$ cat src/logic/spd_pkg.sv
/*
  constants, register layout and carrier types for the divider c post-divider
  with frame pulse mode. assumes a single 100 MHz clock (mclk) standing in for
  the synthesizer vco clock, and a plain register port.
*/
// Notes on behaviour
// mode nibble 1111 selects frame pulse output
// otherwise divide by 24-bit ratio, 50% duty; odd ratios run high one mclk cycle longer than low
// software keeps normal ratio at most 0xefffff
// pulse spacing is bits 15:0 related periods
// bits 17:16 pick related clock a/b/d
// software never selects itself or reserved code
// bit 18 inverts pulse polarity
// bit 19 picks mid or edge boundary; the frame pulse logic never reads bit 19
// pulse edges align to related clock edges
package spd_pkg;
  localparam logic [7:0] cfg_off_lo = 8'h9e;
  localparam logic [7:0] cfg_off_mid = 8'h9f;
  localparam logic [7:0] cfg_off_hi = 8'ha0;
  localparam logic [23:0] cfg_reset = 24'h000000;
  localparam logic [3:0] frame_mode_code = 4'hf;
  localparam logic [23:0] ratio_max = 24'hefffff;
  localparam logic [1:0] sel_a = 2'h0;
  localparam logic [1:0] sel_b = 2'h1;
  localparam logic [1:0] sel_rsvd = 2'h2;
  localparam logic [1:0] sel_d = 2'h3;
  localparam int mode_msb = 23;
  localparam int mode_lsb = 20;
  localparam int type_bit = 19;
  localparam int polar_bit = 18;
  localparam int sel_msb = 17;
  localparam int sel_lsb = 16;
  localparam int period_msb = 15;

  typedef struct packed {
    logic [7:0] addr;
    logic [7:0] wdata;
    logic wr;
    logic rd;
  } spd_bus_type;

  typedef enum logic [1:0] {
    spd_st_div = 2'b00,
    spd_st_wait = 2'b01,
    spd_st_pulse = 2'b11
  } spd_state_type;
endpackage

$ cat src/logic/spd_rel_edge.sv
/*
  edge finder for the three related post-divider clocks; they arrive from
  sibling dividers so each passes three flops and counts when stages 2 and 3 agree.
*/
`timescale 1ns/1ps
module spd_rel_edge (
  input wire logic mclk,
  input wire logic arst_n,
  input wire logic [2:0] rel_clk,
  input wire logic [1:0] sel,
  output logic rise
);
  typedef struct packed {
    logic [2:0] s1;
    logic [2:0] s2;
    logic [2:0] s3;
    logic [2:0] lvl;
  } spd_sync_type;
  spd_sync_type st_r, st_nxt;
  logic [1:0] idx;

  // map select code onto rel_clk index: a=0, b=1, d=2
  always_comb
  begin
    idx = (sel == spd_pkg::sel_d) ? 2'h2 : sel;
    st_nxt = st_r;
    st_nxt.s1 = rel_clk;
    st_nxt.s2 = st_r.s1;
    st_nxt.s3 = st_r.s2;
    st_nxt.lvl = (st_r.s2 & ~(st_r.s2 ^ st_r.s3)) | (st_r.lvl & (st_r.s2 ^ st_r.s3));
    rise = st_nxt.lvl[idx] & ~st_r.lvl[idx];
  end

  always_ff @(posedge mclk or negedge arst_n)
  begin
    if (!arst_n)
      st_r <= '0;
    else
      st_r <= st_nxt;
  end
endmodule

$ cat src/logic/spd_top.sv
/*
  divider c post-divider: 24-bit config register, divider (50% on even ratios), frame pulse mode.
  assumes the related clocks (a, b, d) are much slower than mclk.
  the related clocks arrive asynchronously and are re-timed in spd_rel_edge,
  so pulse edges lag the related edges by a fixed three to four mclk cycles.
  software keeps the ratio legal; nothing here clamps an oversize ratio.
*/
`timescale 1ns/1ps
module spd_top (
  input wire logic mclk,
  input wire logic arst_n,
  input wire logic [7:0] addr,
  input wire logic [7:0] wdata,
  input wire logic wr,
  input wire logic rd,
  output logic [7:0] rdata,
  input wire logic [2:0] rel_clk,
  output logic clk_out
);
  typedef struct packed {
    logic [23:0] cfg;
    logic [7:0] rdata;
    logic [23:0] cnt;
    logic [15:0] gap;
    spd_pkg::spd_state_type st;
    logic out;
  } spd_core_type;
  spd_core_type st_r, st_nxt;
  spd_pkg::spd_bus_type bus;
  logic rel_rise;
  logic frame;
  logic raw;

  // half-period length for the divider, rounded so odd ratios stay near 50%
  function automatic logic [23:0] half_len(input logic [23:0] r, input logic high);
    half_len = high ? (r >> 1) + {23'h0, r[0]} : (r >> 1);
  endfunction

  assign bus = '{addr: addr, wdata: wdata, wr: wr, rd: rd};

  spd_rel_edge u_edge (
    .mclk(mclk),
    .arst_n(arst_n),
    .rel_clk(rel_clk),
    .sel(st_r.cfg[spd_pkg::sel_msb:spd_pkg::sel_lsb]),
    .rise(rel_rise)
  );

  always_comb
  begin
    st_nxt = st_r;
    frame = (st_r.cfg[spd_pkg::mode_msb:spd_pkg::mode_lsb] == spd_pkg::frame_mode_code);
    raw = 1'b0;
    // register port: three byte lanes, unmapped reads return zero
    st_nxt.rdata = 8'h00;
    // each byte lane lands at once; no shadow, so a ratio change spans writes
    if (bus.wr)
    begin
      if (bus.addr == spd_pkg::cfg_off_lo)
        st_nxt.cfg[7:0] = bus.wdata;
      if (bus.addr == spd_pkg::cfg_off_mid)
        st_nxt.cfg[15:8] = bus.wdata;
      if (bus.addr == spd_pkg::cfg_off_hi)
        st_nxt.cfg[23:16] = bus.wdata;
    end
    // read data is registered so rdata comes straight from a flop
    if (bus.rd)
    begin
      if (bus.addr == spd_pkg::cfg_off_lo)
        st_nxt.rdata = st_r.cfg[7:0];
      else if (bus.addr == spd_pkg::cfg_off_mid)
        st_nxt.rdata = st_r.cfg[15:8];
      else if (bus.addr == spd_pkg::cfg_off_hi)
        st_nxt.rdata = st_r.cfg[23:16];
    end
    if (!frame)
    begin
      // normal divider; ratio 0 or 1 parks the output low
      st_nxt.st = spd_pkg::spd_st_div;
      st_nxt.gap = 16'h0000;
      if (st_r.cfg < 24'h000002)
      begin
        st_nxt.out = 1'b0;
        st_nxt.cnt = 24'h000000;
      end
      else if (st_r.cnt + 24'h000001 >= half_len(st_r.cfg, st_r.out))
      begin
        st_nxt.cnt = 24'h000000;
        st_nxt.out = ~st_r.out;
      end
      else
        st_nxt.cnt = st_r.cnt + 24'h000001;
    end
    else
    begin
      // frame pulse: count related periods between pulses, pulse lasts one period
      st_nxt.cnt = 24'h000000;
      case (st_r.st)
        spd_pkg::spd_st_div:
        begin
          st_nxt.st = spd_pkg::spd_st_wait;
          st_nxt.gap = 16'h0000;
        end
        spd_pkg::spd_st_wait:
          if (rel_rise)
          begin
            if (st_r.gap + 16'h0001 >= st_r.cfg[spd_pkg::period_msb:0])
            begin
              st_nxt.gap = 16'h0000;
              st_nxt.st = spd_pkg::spd_st_pulse;
            end
            else
              st_nxt.gap = st_r.gap + 16'h0001;
          end
        // the pulse-ending edge already counts as the first spacing period
        spd_pkg::spd_st_pulse:
          if (rel_rise)
          begin
            st_nxt.st = spd_pkg::spd_st_wait;
            st_nxt.gap = 16'h0001;
          end
        default:
          st_nxt.st = spd_pkg::spd_st_wait;
      endcase
      // type bit 19 is unused: the pulse always starts and ends on related rising edges
      raw = (st_nxt.st == spd_pkg::spd_st_pulse);
      st_nxt.out = raw ^ st_r.cfg[spd_pkg::polar_bit];
    end
  end

  always_ff @(posedge mclk or negedge arst_n)
  begin
    if (!arst_n)
    begin
      st_r <= '0;
      st_r.cfg <= spd_pkg::cfg_reset;
    end
    else
      st_r <= st_nxt;
  end

  assign rdata = st_r.rdata;
  assign clk_out = st_r.out;

  frame_polar_a: assert property (@(posedge mclk) disable iff (!arst_n)
    (frame && st_r.st == spd_pkg::spd_st_wait && !rel_rise)
      |=> clk_out == $past(st_r.cfg[spd_pkg::polar_bit]))
    else $error("idle frame pulse level wrong");
  // leaving the entry state is not tied to a related edge
  pulse_align_a: assert property (@(posedge mclk) disable iff (!arst_n)
    (frame && $past(frame) && $changed(st_r.st) && st_r.st != spd_pkg::spd_st_div
      && $past(st_r.st) != spd_pkg::spd_st_div) |-> $past(rel_rise))
    else $error("pulse edge not on related edge");
  div_half_a: assert property (@(posedge mclk) disable iff (!arst_n)
    (!frame && st_r.cfg == 24'h000004 && $past(st_r.cfg) == 24'h000004 && $rose(clk_out) && !bus.wr)
      |-> clk_out [*2] ##1 !clk_out)
    else $error("divide by four not 50 percent");
  frame_mode_a: assert property (@(posedge mclk) disable iff (!arst_n)
    (!frame) |=> st_r.st == spd_pkg::spd_st_div || frame)
    else $error("frame state outside frame mode");
  read_back_a: assert property (@(posedge mclk) disable iff (!arst_n)
    (rd && addr == spd_pkg::cfg_off_hi && !wr) |=> rdata == $past(st_r.cfg[23:16]))
    else $error("config readback wrong");
  // low and middle lanes read back as well
  read_lo_a: assert property (@(posedge mclk) disable iff (!arst_n)
    (rd && addr == spd_pkg::cfg_off_lo && !wr) |=> rdata == $past(st_r.cfg[7:0]))
    else $error("low byte readback wrong");
  read_mid_a: assert property (@(posedge mclk) disable iff (!arst_n)
    (rd && addr == spd_pkg::cfg_off_mid && !wr) |=> rdata == $past(st_r.cfg[15:8]))
    else $error("middle byte readback wrong");
  // unmapped reads and idle cycles give zero
  read_unmapped_a: assert property (@(posedge mclk) disable iff (!arst_n)
    (rd && addr != spd_pkg::cfg_off_lo && addr != spd_pkg::cfg_off_mid && addr != spd_pkg::cfg_off_hi)
      |=> rdata == 8'h00)
    else $error("unmapped read not zero");
  read_idle_a: assert property (@(posedge mclk) disable iff (!arst_n)
    (!rd) |=> rdata == 8'h00)
    else $error("read data outside read cycle");
  // every write lands in its own byte lane on the next edge
  write_lo_a: assert property (@(posedge mclk) disable iff (!arst_n)
    (wr && addr == spd_pkg::cfg_off_lo) |=> st_r.cfg[7:0] == $past(wdata))
    else $error("low byte write lost");
  write_mid_a: assert property (@(posedge mclk) disable iff (!arst_n)
    (wr && addr == spd_pkg::cfg_off_mid) |=> st_r.cfg[15:8] == $past(wdata))
    else $error("middle byte write lost");
  write_hi_a: assert property (@(posedge mclk) disable iff (!arst_n)
    (wr && addr == spd_pkg::cfg_off_hi) |=> st_r.cfg[23:16] == $past(wdata))
    else $error("high byte write lost");
  // ratio 0 or 1 parks the output low
  ratio_park_a: assert property (@(posedge mclk) disable iff (!arst_n)
    (!frame && st_r.cfg < 24'h000002) |=> !clk_out)
    else $error("small ratio output not parked");
  // the divider output only moves at the end of a half period
  div_hold_a: assert property (@(posedge mclk) disable iff (!arst_n)
    (!frame && st_r.cfg >= 24'h000002 && st_r.cnt + 24'h000001 < half_len(st_r.cfg, st_r.out))
      |=> $stable(clk_out))
    else $error("divider output moved mid half period");
  // divider counter is idle in frame mode, spacing counter idle otherwise
  frame_cnt_a: assert property (@(posedge mclk) disable iff (!arst_n)
    (frame) |=> st_r.cnt == 24'h000000)
    else $error("divider counter runs in frame mode");
  div_gap_a: assert property (@(posedge mclk) disable iff (!arst_n)
    (!frame) |=> st_r.gap == 16'h0000)
    else $error("spacing counter runs in divider mode");
  // entering frame mode always starts a spacing count
  frame_entry_a: assert property (@(posedge mclk) disable iff (!arst_n)
    (frame && st_r.st == spd_pkg::spd_st_div) |=> st_r.st == spd_pkg::spd_st_wait)
    else $error("frame entry skipped the wait state");
  // a related edge short of the count keeps waiting
  gap_hold_a: assert property (@(posedge mclk) disable iff (!arst_n)
    (frame && st_r.st == spd_pkg::spd_st_wait && rel_rise
      && st_r.gap + 16'h0001 < st_r.cfg[spd_pkg::period_msb:0]) |=> st_r.st == spd_pkg::spd_st_wait)
    else $error("pulse started before spacing count");
  // the pulse lasts until the next related edge and holds its active level
  pulse_end_a: assert property (@(posedge mclk) disable iff (!arst_n)
    (frame && st_r.st == spd_pkg::spd_st_pulse && rel_rise) |=> st_r.st == spd_pkg::spd_st_wait)
    else $error("pulse outlived its related period");
  pulse_level_a: assert property (@(posedge mclk) disable iff (!arst_n)
    (frame && st_r.st == spd_pkg::spd_st_pulse && !rel_rise)
      |=> clk_out == ~$past(st_r.cfg[spd_pkg::polar_bit]))
    else $error("active frame pulse level wrong");
endmodule

$ cat config.mk
export PLATFORM = sky130hd
export DESIGN_NAME = spd_top
export DESIGN_NICKNAME = d
export VERILOG_FILES = /design/src/logic/spd_pkg.sv /design/src/logic/spd_rel_edge.sv /design/src/logic/spd_top.sv
export SDC_FILE = /design/constraint.sdc
export NUM_CORES = 1
export LEC_CHECK = 0
export BUFFER_PORTS_ARGS = -buffer_cell sky130_fd_sc_hd__buf_2
export CAP_MARGIN = 20
export CORE_MARGIN = 1
export CORE_UTILIZATION = 62
export CTS_BUF_LIST = sky130_fd_sc_hd__clkbuf_4 sky130_fd_sc_hd__clkbuf_8 sky130_fd_sc_hd__clkbuf_16
export DETAILED_ROUTE_END_ITERATION = 10
export PLACE_DENSITY = 0.82
export SKIP_CTS_REPAIR_TIMING = 1
export SLEW_MARGIN = 20
export SYNTH_ARGS = -nofsm -noshare
export SYNTH_HDL_FRONTEND = slang
export SYNTH_SLANG_ARGS = --single-unit
$ cat constraint.sdc
create_clock -name mclk -period 4.8 [get_ports mclk]
set_clock_uncertainty 0.1 [all_clocks]
set_input_delay 0.96 -clock mclk [delete_from_list [all_inputs] [get_ports mclk]]
set_output_delay 0.96 -clock mclk [all_outputs]
set_load 0.1 [all_outputs]
=== Word-level counts from Yosys, hierarchy flattened ===
Cells that the tools add are included.

* $add $sub $neg: 3
* Bitwise gates (word level): 9
* Equal/unequal tests: 11
* Reductions and logical operators: 6
* Order comparisons: 4
* Muxes and demuxes: 22

{| class="wikitable"
|+ Operators by type and width
! kind !! count
|-
| 24-bit 2-to-1 mux || 3
|-
| 16-bit one-hot mux with 3 select lines || 1
|-
| 43-bit 2-to-1 mux || 1
|-
| 18-bit 2-to-1 mux || 2
|-
| 8-bit 2-to-1 mux || 4
|-
| 23-bit by 1-bit adder with 24-bit output || 1
|-
| 24-bit by 1-bit adder with 24-bit output, second input constant || 1
|-
| 8-bit == test, second input constant || 3
|-
| 24-bit greater-or-equal comparator || 1
|-
| 24-bit by 2-bit less-than comparator with 1-bit output, second input constant || 1
|-
| 16-bit by 1-bit adder with 16-bit output, second input constant || 1
|-
| 16-bit greater-or-equal comparator || 1
|-
| 16-bit 2-to-1 mux || 1
|-
| 3-bit AND || 2
|-
| 2-bit == test, second input constant || 3
|-
| 2-bit 2-to-1 mux || 3
|-
| 3-bit inequality test, second input constant || 2
|-
| 2-bit AND reduction || 3
|-
| 1-bit binary-select mux with 2-bit select || 2
|-
| 4-bit == test, second input constant || 1
|-
| 1-bit 2-to-1 mux || 4
|-
| 4-bit by 1-bit inequality test with 1-bit output, second input constant || 1
|-
| 2-bit one-hot mux with 2 select lines || 1
|-
| 2-bit by 3-bit less-than comparator with 1-bit output, second input constant || 1
|-
| 10 further kinds || 11
|}

* Flip-flop bits (word level): 87
* Logic and storage cells: 67
* Output and inout bits: 9
* Input port bits: 23

=== Longest topological paths before layout ===
Gate-level depths: netlist of run 1.

* Word-level depth: 13
* Depth in mapped cells: 16
* Depth with buffers taken out: 15

=== Modules after synthesis ===
From an unflattened synthesis of run 1, not the netlist that was laid out.

* Cell total of the unflattened synthesis: 555
* Area total of the unflattened synthesis: 5480.3 µm²

{| class="wikitable"
|+ Modules (own cells, without submodules)
! module !! cells each !! area an instance (µm²) !! times used !! seq. area each (µm²)
|-
| spd_top || 535 || 5116.2 || 1 || 1876.8
|-
| spd_rel_edge || 20 || 364.1 || 1 || 300.3
|}

=== Least setup slack after synthesis of run 1 ===
Ideal clock, no wire load.

* Path kind: reg-to-reg
* Start: register st_r, in the netlist clk_out
* End: register st_r[32] (netlist name)
* Arrival time: 3820 ps
* Path slack: 806 ps
* Path buffers: 2
* Stages on the path, launching flop included: 14
* Clock period less this slack: 3994 ps
* Required time: 4626 ps
* Library setup time: 74 ps
* Cells stage by stage: dfrtp_1 buf_2 nand4_1 nor4_1 nand3_1 xor2_1 ha_1 nand2_1 o21ai_0 a2111oi_0 o221ai_1 a21o_1 clkbuf_1 nor2_1

{| class="wikitable"
|+ RTL lines
! element !! RTL line !! text
|-
| start: declaration || spd_top.sv:28 || <nowiki>spd_core_type st_r, st_nxt;</nowiki>
|-
| start signal: assignment || spd_top.sv:139 || <nowiki>st_r <= st_nxt;</nowiki>
|}

=== Final worst setup path of run 1 ===
* Start: register st_r[51] (netlist name)
* End: register st_r, in the netlist clk_out

* Cells in the longest elaborated chain, start to end: 8
* Elaborated cells between the ends (all ways): 14
* Those cells by class: add/sub: 1; order compare: 3; eq/ne: 1; mux: 7; bitwise: 1; reduce/logical: 1

{| class="wikitable"
|+ RTL lines
! element
|-
| parallel branches: the longest is 8 deep, another holds 23-bit by 1-bit adder with 24-bit output
|}

Parallel ways; which one is timed is not known. The select of a mux whose other input is x is not followed.
A chain may end at the register's enable or synchronous reset.

==> results.yml, run 1 <==
run_status:
  status: "finished, final reports clean"
synth:
  syn_area_mm2: 0.005379
  syn_inst: 562
  yosys.area.top_type: "dfrtp_1"
  synth_top_area_share_pct: 40.47
  synthesis.nets: 629
  yosys-top-cells-area: "dfrtp_1, ha_1, xnor2_1"
  synth.distinct_cells: 52
  async_flop_share_pct: 100.0
  seq_area_frac_synth_pct: 40.47
  ys_warn_count: 0
  synth_seq_cells: 87
  synth-edff-count: 0
  synth_flop_cell: "dfrtp_1"
  syn_area_per_cell_um2: 9.571
placement:
  pre_cts_ws_ns: 0.5012
  gp_congestion: 0.9725
  io_buffers: 31
  dpl.hpwl_um: 9036
min_path:
  hp-start: "u_edge.st_nxt[7]$_DFF_PN0_"
  hold_path.class: "reg2reg"
cts:
  clockBufferDepth: 2
  cts_buffers: 9
  cts_tree: "yes"
  htree_levels: 3
  clock-sinks: 87
  clock-root-buffer: "clkbuf_8"
  clk_pin_slew_ns: 0.11
  insertion_delay_ns: 0.37
sta:
  post-route-period-util_pct: 92.68
  fin_ws_ns: 0.3514
  tightest_slew_ns: 0.8488
  tns_ns: 0
  final_hold_viol_count: 0
  finalSetupViolCount: 0
  max_freq_ghz: 0.2248
  fin_crit_ns: 4.449
  slew_viol_final: 0
  slew_headroom_pct: 42.89
  rsz0062_at_grt: "no"
worst_setup_path:
  end_kind: "flip-flop"
  start_kind: "flip-flop"
  cp.arrival_ns: 4.61
  crit_required_ns: 4.96
  crit_path_start: "st_r[51]$_DFFE_PN0P_"
  critPathKind: "reg2reg"
  r2r_start: "st_r[51]$_DFFE_PN0P_"
  cp_max_fo: 25
grt:
  antenna_found_initial: 0
  gr-total-overflow: 0
  grtUsageTotal_pct: 29.06
  grt_first_pass_wirelength_um: 19830
  grt_max_degree: 88
  grt_pass1_vias: 4185
job:
  cap_viol_max_count: 0
drt:
  drc_errors: 0
  routed_wl_um: 12050
  drt-initial-drc-count: 415
  postRouteAntennaNets: 0
  vias_per_cell: 6.145
  vias: 4240
  first_pass_iters: 5
  wire_per_inst_um: 17.47
floorplan:
  num_rows: 33
  floorplan.initialDensity_pct: 64.81
  die_y_um: 95.15
  num_io_pins: 32
  die_x_um: 95.15
  core_area_mm2: 0.008299
  die_area_mm2: 0.009053
pwr:
  pwr-share-seq_pct: 50.6
  switching_share_pct: 33.27
  peakVddDrop_mv: 0.2045
  leakagePower_nw: 2.786
  internal-power_mw: 1.107
  p_sw_mw: 0.5519
  combinationalPowerShare_pct: 17.8
  p_clk_share_pct: 31.6
  p_per_area_mw_per_mm2: 288.6
finish:
  syn2layout_area_growth_pct: 6.885
  insertedDiodeCount: 0
  drive_gt1_share_pct: 12.82
  nets: 647
## path summary, 6_finish.rpt
kind                                               to  slack [ns]  cells past startpoint
max                               clk_out$_DFFE_PN0P_        0.35                     14
min                        u_edge.st_nxt[4]$_DFF_PN0_        0.26                      0
max reg2reg                       clk_out$_DFFE_PN0P_        0.35                     14
min reg2reg                u_edge.st_nxt[4]$_DFF_PN0_        0.26                      0
max in group asynchronous          rdata[2]$_DFF_PN0_        3.57                      1
min in group asynchronous        st_r[73]$_DFFE_PN0P_        0.53                      1
## cells in the final DEF (no fill, tap or decap), types with 2 or more instances in the layout
master / instances
a211o_1: 2
nand3_1: 32
inv_8: 2
a41oi_1: 2
buf_2: 30
clkbuf_8: 9
a21oi_1: 19
o21ai_0: 24
and3_1: 17
a211oi_1: 2
a31oi_1: 7
o211ai_1: 2
nand4_1: 15
nand3b_1: 4
a21boi_0: 2
ha_1: 44
xnor2_1: 33
nor2_1: 37
o21ai_1: 3
mux2i_1: 2
mux2_2: 19
nor2b_1: 17
maj3_1: 3
a22oi_1: 8
or3_1: 2
nand2_1: 55
clkinv_8: 3
nor4_1: 8
xor2_1: 26
inv_1: 32
a22o_1: 7
nor3_1: 9
dfrtp_1: 87
## worst max-delay path: stages, from the launching register on
cell       delay (ns)
dfrtp_1          0.41
ha_1             0.21
ha_1             0.18
nand4_1          0.19
nor4_1           0.79
nand3_1          0.19
xor2_1           0.19
ha_1             0.30
nand2_1          0.06
o21ai_0          0.13
a2111oi_0        0.53
o221ai_1         0.22
a21o_1           0.49
mux2i_1          0.26
o21ai_0          0.10
## cell families after synthesis
logic type / count (synthesis) / share of synthesized area, %
and+or+nand+nor: 207 / 19.61
DFF: 87 / 40.47
AOI/OAI and AO/OA: 84 / 10.35
xor gates and xnor gates: 59 / 9.607
buffers and inverters: 57 / 4.815
adders and majority gates: 47 / 10.79
muxes: 21 / 4.350
## routing by layer
layer / vias to the layer above / share of wire [%] / track usage, % / wire, µm
met4: 0 / 3.1 / 11.99 / 369
met5: - / 0 / 0 / 0
met1: 2015 / 42 / 38.40 / 5084
met3: 43 / 7.8 / 5.662 / 936
met2: 176 / 47 / 46.79 / 5661
li1: 2006 / - / - / -
## power by group through the flow
stage | Sequential [mW] | Clock, mW | Combinational (mW)
6_report | 0.840 | 0.524 | 0.295
5_1_grt | 0.845 | 0.569 | 0.334
4_1_cts | 0.838 | 0.530 | 0.294
3_5_place_dp | 0.853 | 0 | 0.291
3_3_place_gp | 0.850 | 0 | 0.276
2_1_floorplan | 0.851 | 0 | 0.197
## synthesized netlist by cell type (2+ instances only)
| cell type | count |
|---|---|
| inv_1 | 32 |
| xnor2_1 | 33 |
| a21oi_1 | 19 |
| a22o_1 | 7 |
| a21boi_0 | 2 |
| a211oi_1 | 2 |
| buf_2 | 3 |
| dfrtp_1 | 87 |
| nor2_1 | 37 |
| o211ai_1 | 2 |
| o21ai_0 | 24 |
| xor2_1 | 26 |
| buf_4 | 8 |
| nand2_1 | 55 |
| or3_1 | 2 |
| clkbuf_1 | 11 |
| a211o_1 | 2 |
| nor2b_1 | 17 |
| a22oi_1 | 8 |
| nand3b_1 | 4 |
| a41oi_1 | 2 |
| nand3_1 | 32 |
| maj3_1 | 3 |
| o21ai_1 | 3 |
| mux2i_1 | 2 |
| nor4_1 | 8 |
| ha_1 | 44 |
| nor3_1 | 9 |
| nand4_1 | 15 |
| mux2_2 | 19 |
| a31oi_1 | 7 |
| and3_1 | 17 |
## through the flow
step           cell area [µm²]  hold WS (ns)  std cells  total power, mW  utilization, %
6_report                  5749        0.2595        690            1.659           69.27
5_1_grt                   5749        0.2711        690            1.748           69.27
3_5_place_dp              5533        0.2380        674            1.143           66.67
3_3_place_gp              5533        0.2330        674            1.126           66.67
2_1_floorplan             5379        0.2312        562            1.049               -
4_1_cts                   5746        0.2648        690            1.663           69.23
## final cells by class
cell class	instances	area [µm²]
clock buffer	9	123.9
clock inverter	7	88.84
fill	619	2550
inverter	33	123.9
multi-input combinational	418	2943
sequential	87	2177
tap	105	131.4
timing repair buffer	31	161.4
## registers in the layout (all words and copies together), names as in the netlist
signal and count:
u_edge.st_nxt 6, clk_out 1, st_r 66, u_edge.st_r 6, rdata 8
Power figures use the tool's default switching activity.
==> run 2: changes to the inputs <==
- SKIP_CTS_REPAIR_TIMING: 1 -> unset
- SYNTH_HIERARCHICAL: unset -> 1
==> results.yml, run 2 <==
run_status:
  status: "finished, final reports clean"
worst_setup_path:
  cp_max_fo: 24
  r2r_start: "st_r[51]$_DFFE_PN0P_"
  r2r_cells: 15
  slowest_delay_ns: 0.47
  crit_top_cell: "ha_1"
  end_kind: "flip-flop"
  start_kind: "flip-flop"
  reg2reg_to: "st_r[24]$_DFF_PN0_"
  path_cells: "ha_1 > ha_1 > nand2_1 > nor3_1 > nand3_1 > or3_1 > xnor2_1 > ha_1 > nand4_1 > nor2_1 > a221o_1 > o31ai_1 > nand3_1 > buf_4 > nor2b_1"
  cpMaxStageDelayCell: "dfrtp_1"
  cp.arrival_ns: 4.22
  critPathKind: "reg2reg"
  crit_required_ns: 4.97
  crit_path_start: "st_r[51]$_DFFE_PN0P_"
  endpoint: "st_r[24]$_DFF_PN0_"
  rrSetupSlack_ns: 0.75
sta:
  finalSetupViolCount: 0
  max_freq_ghz: 0.2471
  slew_headroom_pct: 33.03
  rsz0062_at_grt: "no"
  tightest_slew_ns: 1.001
  slew_viol_final: 0
  tns_ns: 0
  fin_crit_ns: 4.047
  final_hold_viol_count: 0
  post-route-period-util_pct: 84.32
floorplan:
  num_rows: 33
  die_y_um: 96.02
  die_area_mm2: 0.009219
  die_x_um: 96.02
  floorplan.initialDensity_pct: 65.38
  num_io_pins: 32
  core_area_mm2: 0.008382
drt:
  vias: 4331
  wire_per_inst_um: 17.52
  routed_wl_um: 11970
  drt-initial-drc-count: 297
  drc_errors: 0
  postRouteAntennaNets: 0
  first_pass_iters: 8
  vias_per_cell: 6.341
cts:
  insertion_delay_ns: 0.35
  post_cts.repair.setup_buffers: 0
  clk_pin_slew_ns: 0.09
  clockBufferDepth: 2
  cts_buffers: 9
  clock-sinks: 87
  cts_hold_buf: 0
  clock-root-buffer: "clkbuf_8"
  cts_tree: "yes"
  cts-resized-gates: 0
  htree_levels: 3
pwr:
  leakagePower_nw: 2.732
  fin_total_pwr_mw: 1.625
  peakVddDrop_mv: 0.1806
  p_per_area_mw_per_mm2: 278.5
grt:
  grt_max_degree: 88
  grt_pass1_vias: 4056
  grtUsageTotal_pct: 27.77
  grt_first_pass_wirelength_um: 19350
  gr-total-overflow: 0
  antenna_found_initial: 0
finish:
  fillers: 641
  top_register: "st_r"
  nets: 640
  drive_gt1_share_pct: 13.67
  syn2layout_area_growth_pct: 6.461
  insertedDiodeCount: 0
  final_cell_mix: "dfrtp_1, nand2_1, ha_1, xnor2_1, nor2b_1"
  final_common_cell: "dfrtp_1"
  largest_reg_flops: 66
  utilization_pct: 69.61
  final_area_mm2: 0.005834
synth:
  synth-edff-count: 0
  syn_area_per_cell_um2: 9.874
  synth_seq_cells: 87
  async_flop_share_pct: 100.0
  synth_flop_cell: "dfrtp_1"
  syn_inst: 555
  ys_warn_count: 6
  yosys-top-cells-area: "dfrtp_1, ha_1, xnor2_1"
  synth_common_cells: "dfrtp_1, nand2_1, ha_1, xnor2_1, nor2b_1"
  synth.most_common_cell: "dfrtp_1"
  synth_top_area_share_pct: 39.73
  syn_area_mm2: 0.005480
  synth.distinct_cells: 59
  seq_area_frac_synth_pct: 39.73
  synthesis.nets: 622
  yosys.area.top_type: "dfrtp_1"
placement:
  io_buffers: 31
  postPlaceCellArea_mm2: 0.005645
  dpl.hpwl_um: 9073
  gp_congestion: 0.9191
job:
  cap_viol_max_count: 0
min_path:
  hold_path.class: "reg2reg"
run 2: cell count changes after synthesis, sizes merged, moves of 8 or more:
cell,before,now
nor2b,17,33
nor2,38,24
nand4,15,26
and3,17,7
a222oi,0,8
a22oi,8,0
xor2,26,18
run 2: worst max-delay path: cells and delay by family, from the launching register on:
kind	cells	cell delay [ns]
buf+inv	1	0.25
simple gates	8	1.53
compound gates	2	0.69
fa+ha+maj	3	0.77
flops	1	0.47
xor+xnor	1	0.14
run 2: layout make-up:
class	instances	area (µm²)	area share [%]
clock inverter	6	53.80	0.9222
inverter	26	97.59	1.673
sequential	87	2177	37.32
timing repair buffer	32	168.9	2.895
multi-input combinational	417	3074	52.69
clock buffer	10	131.4	2.252
tap	105	131.4	2.252
run 2: kinds of logic (layout without fill, tap and decap cells):
| logic type | count (synthesis) | after routing | synth area share (%) |
|---|---|---|---|
| AO/OA/AOI/OAI | 72 | 72 | 9.361 |
| AND/OR/NAND/NOR | 221 | 221 | 23.01 |
| flip-flops | 87 | 87 | 39.73 |
| buffers and inverters | 51 | 74 | 4.178 |
| multiplexers | 19 | 19 | 3.858 |
| adder cells (fa/ha/maj) | 47 | 47 | 10.59 |
| XOR/XNOR | 58 | 58 | 9.269 |
run 2: stage by stage:
step | setup slack, ns | instances | hold slack, ns
global placement | 0.9942 | 667 | 0.2339
CTS | 0.8201 | 683 | 0.2603
finish | 0.7525 | 683 | 0.2546
detailed placement | 0.9086 | 667 | 0.2381
floorplan | 0.7346 | 555 | 0.2312
global route | 0.4560 | 683 | 0.2655
run 2: metal layers:
| metal | global-route usage [%] | vias to the layer above | share of wire [%] |
|---|---|---|---|
| met5 | 0 | - | 0 |
| met4 | 11.32 | 0 | 3.4 |
| met3 | 5.213 | 41 | 6.7 |
| met2 | 44.68 | 182 | 47 |
| met1 | 36.81 | 2075 | 43 |
| li1 | - | 2033 | - |
run 2: how the worst min path moves through the flow:
stage	start	endpoint	cells past startpoint
2_1_floorplan	u_edge/st_nxt[6]$_DFF_PN0_	u_edge/st_nxt[3]$_DFF_PN0_	0
3_3_place_gp	u_edge/st_nxt[7]$_DFF_PN0_	u_edge/st_nxt[4]$_DFF_PN0_	0
3_5_place_dp	u_edge/st_nxt[6]$_DFF_PN0_	u_edge/st_nxt[3]$_DFF_PN0_	0
4_1_cts	u_edge/st_nxt[8]$_DFF_PN0_	u_edge/st_nxt[5]$_DFF_PN0_	0
5_1_grt	u_edge/st_nxt[6]$_DFF_PN0_	u_edge/st_nxt[3]$_DFF_PN0_	0
6_report	u_edge/st_nxt[6]$_DFF_PN0_	u_edge/st_nxt[3]$_DFF_PN0_	0
run 2: power breakdown:
part | switching, mW | total [mW] | internal, mW | leakage, nW
logic | 0.179 | 0.297 | 0.119 | 1.50
registers | 0.0615 | 0.838 | 0.777 | 1.14
clock network | 0.286 | 0.489 | 0.202 | 0.0924
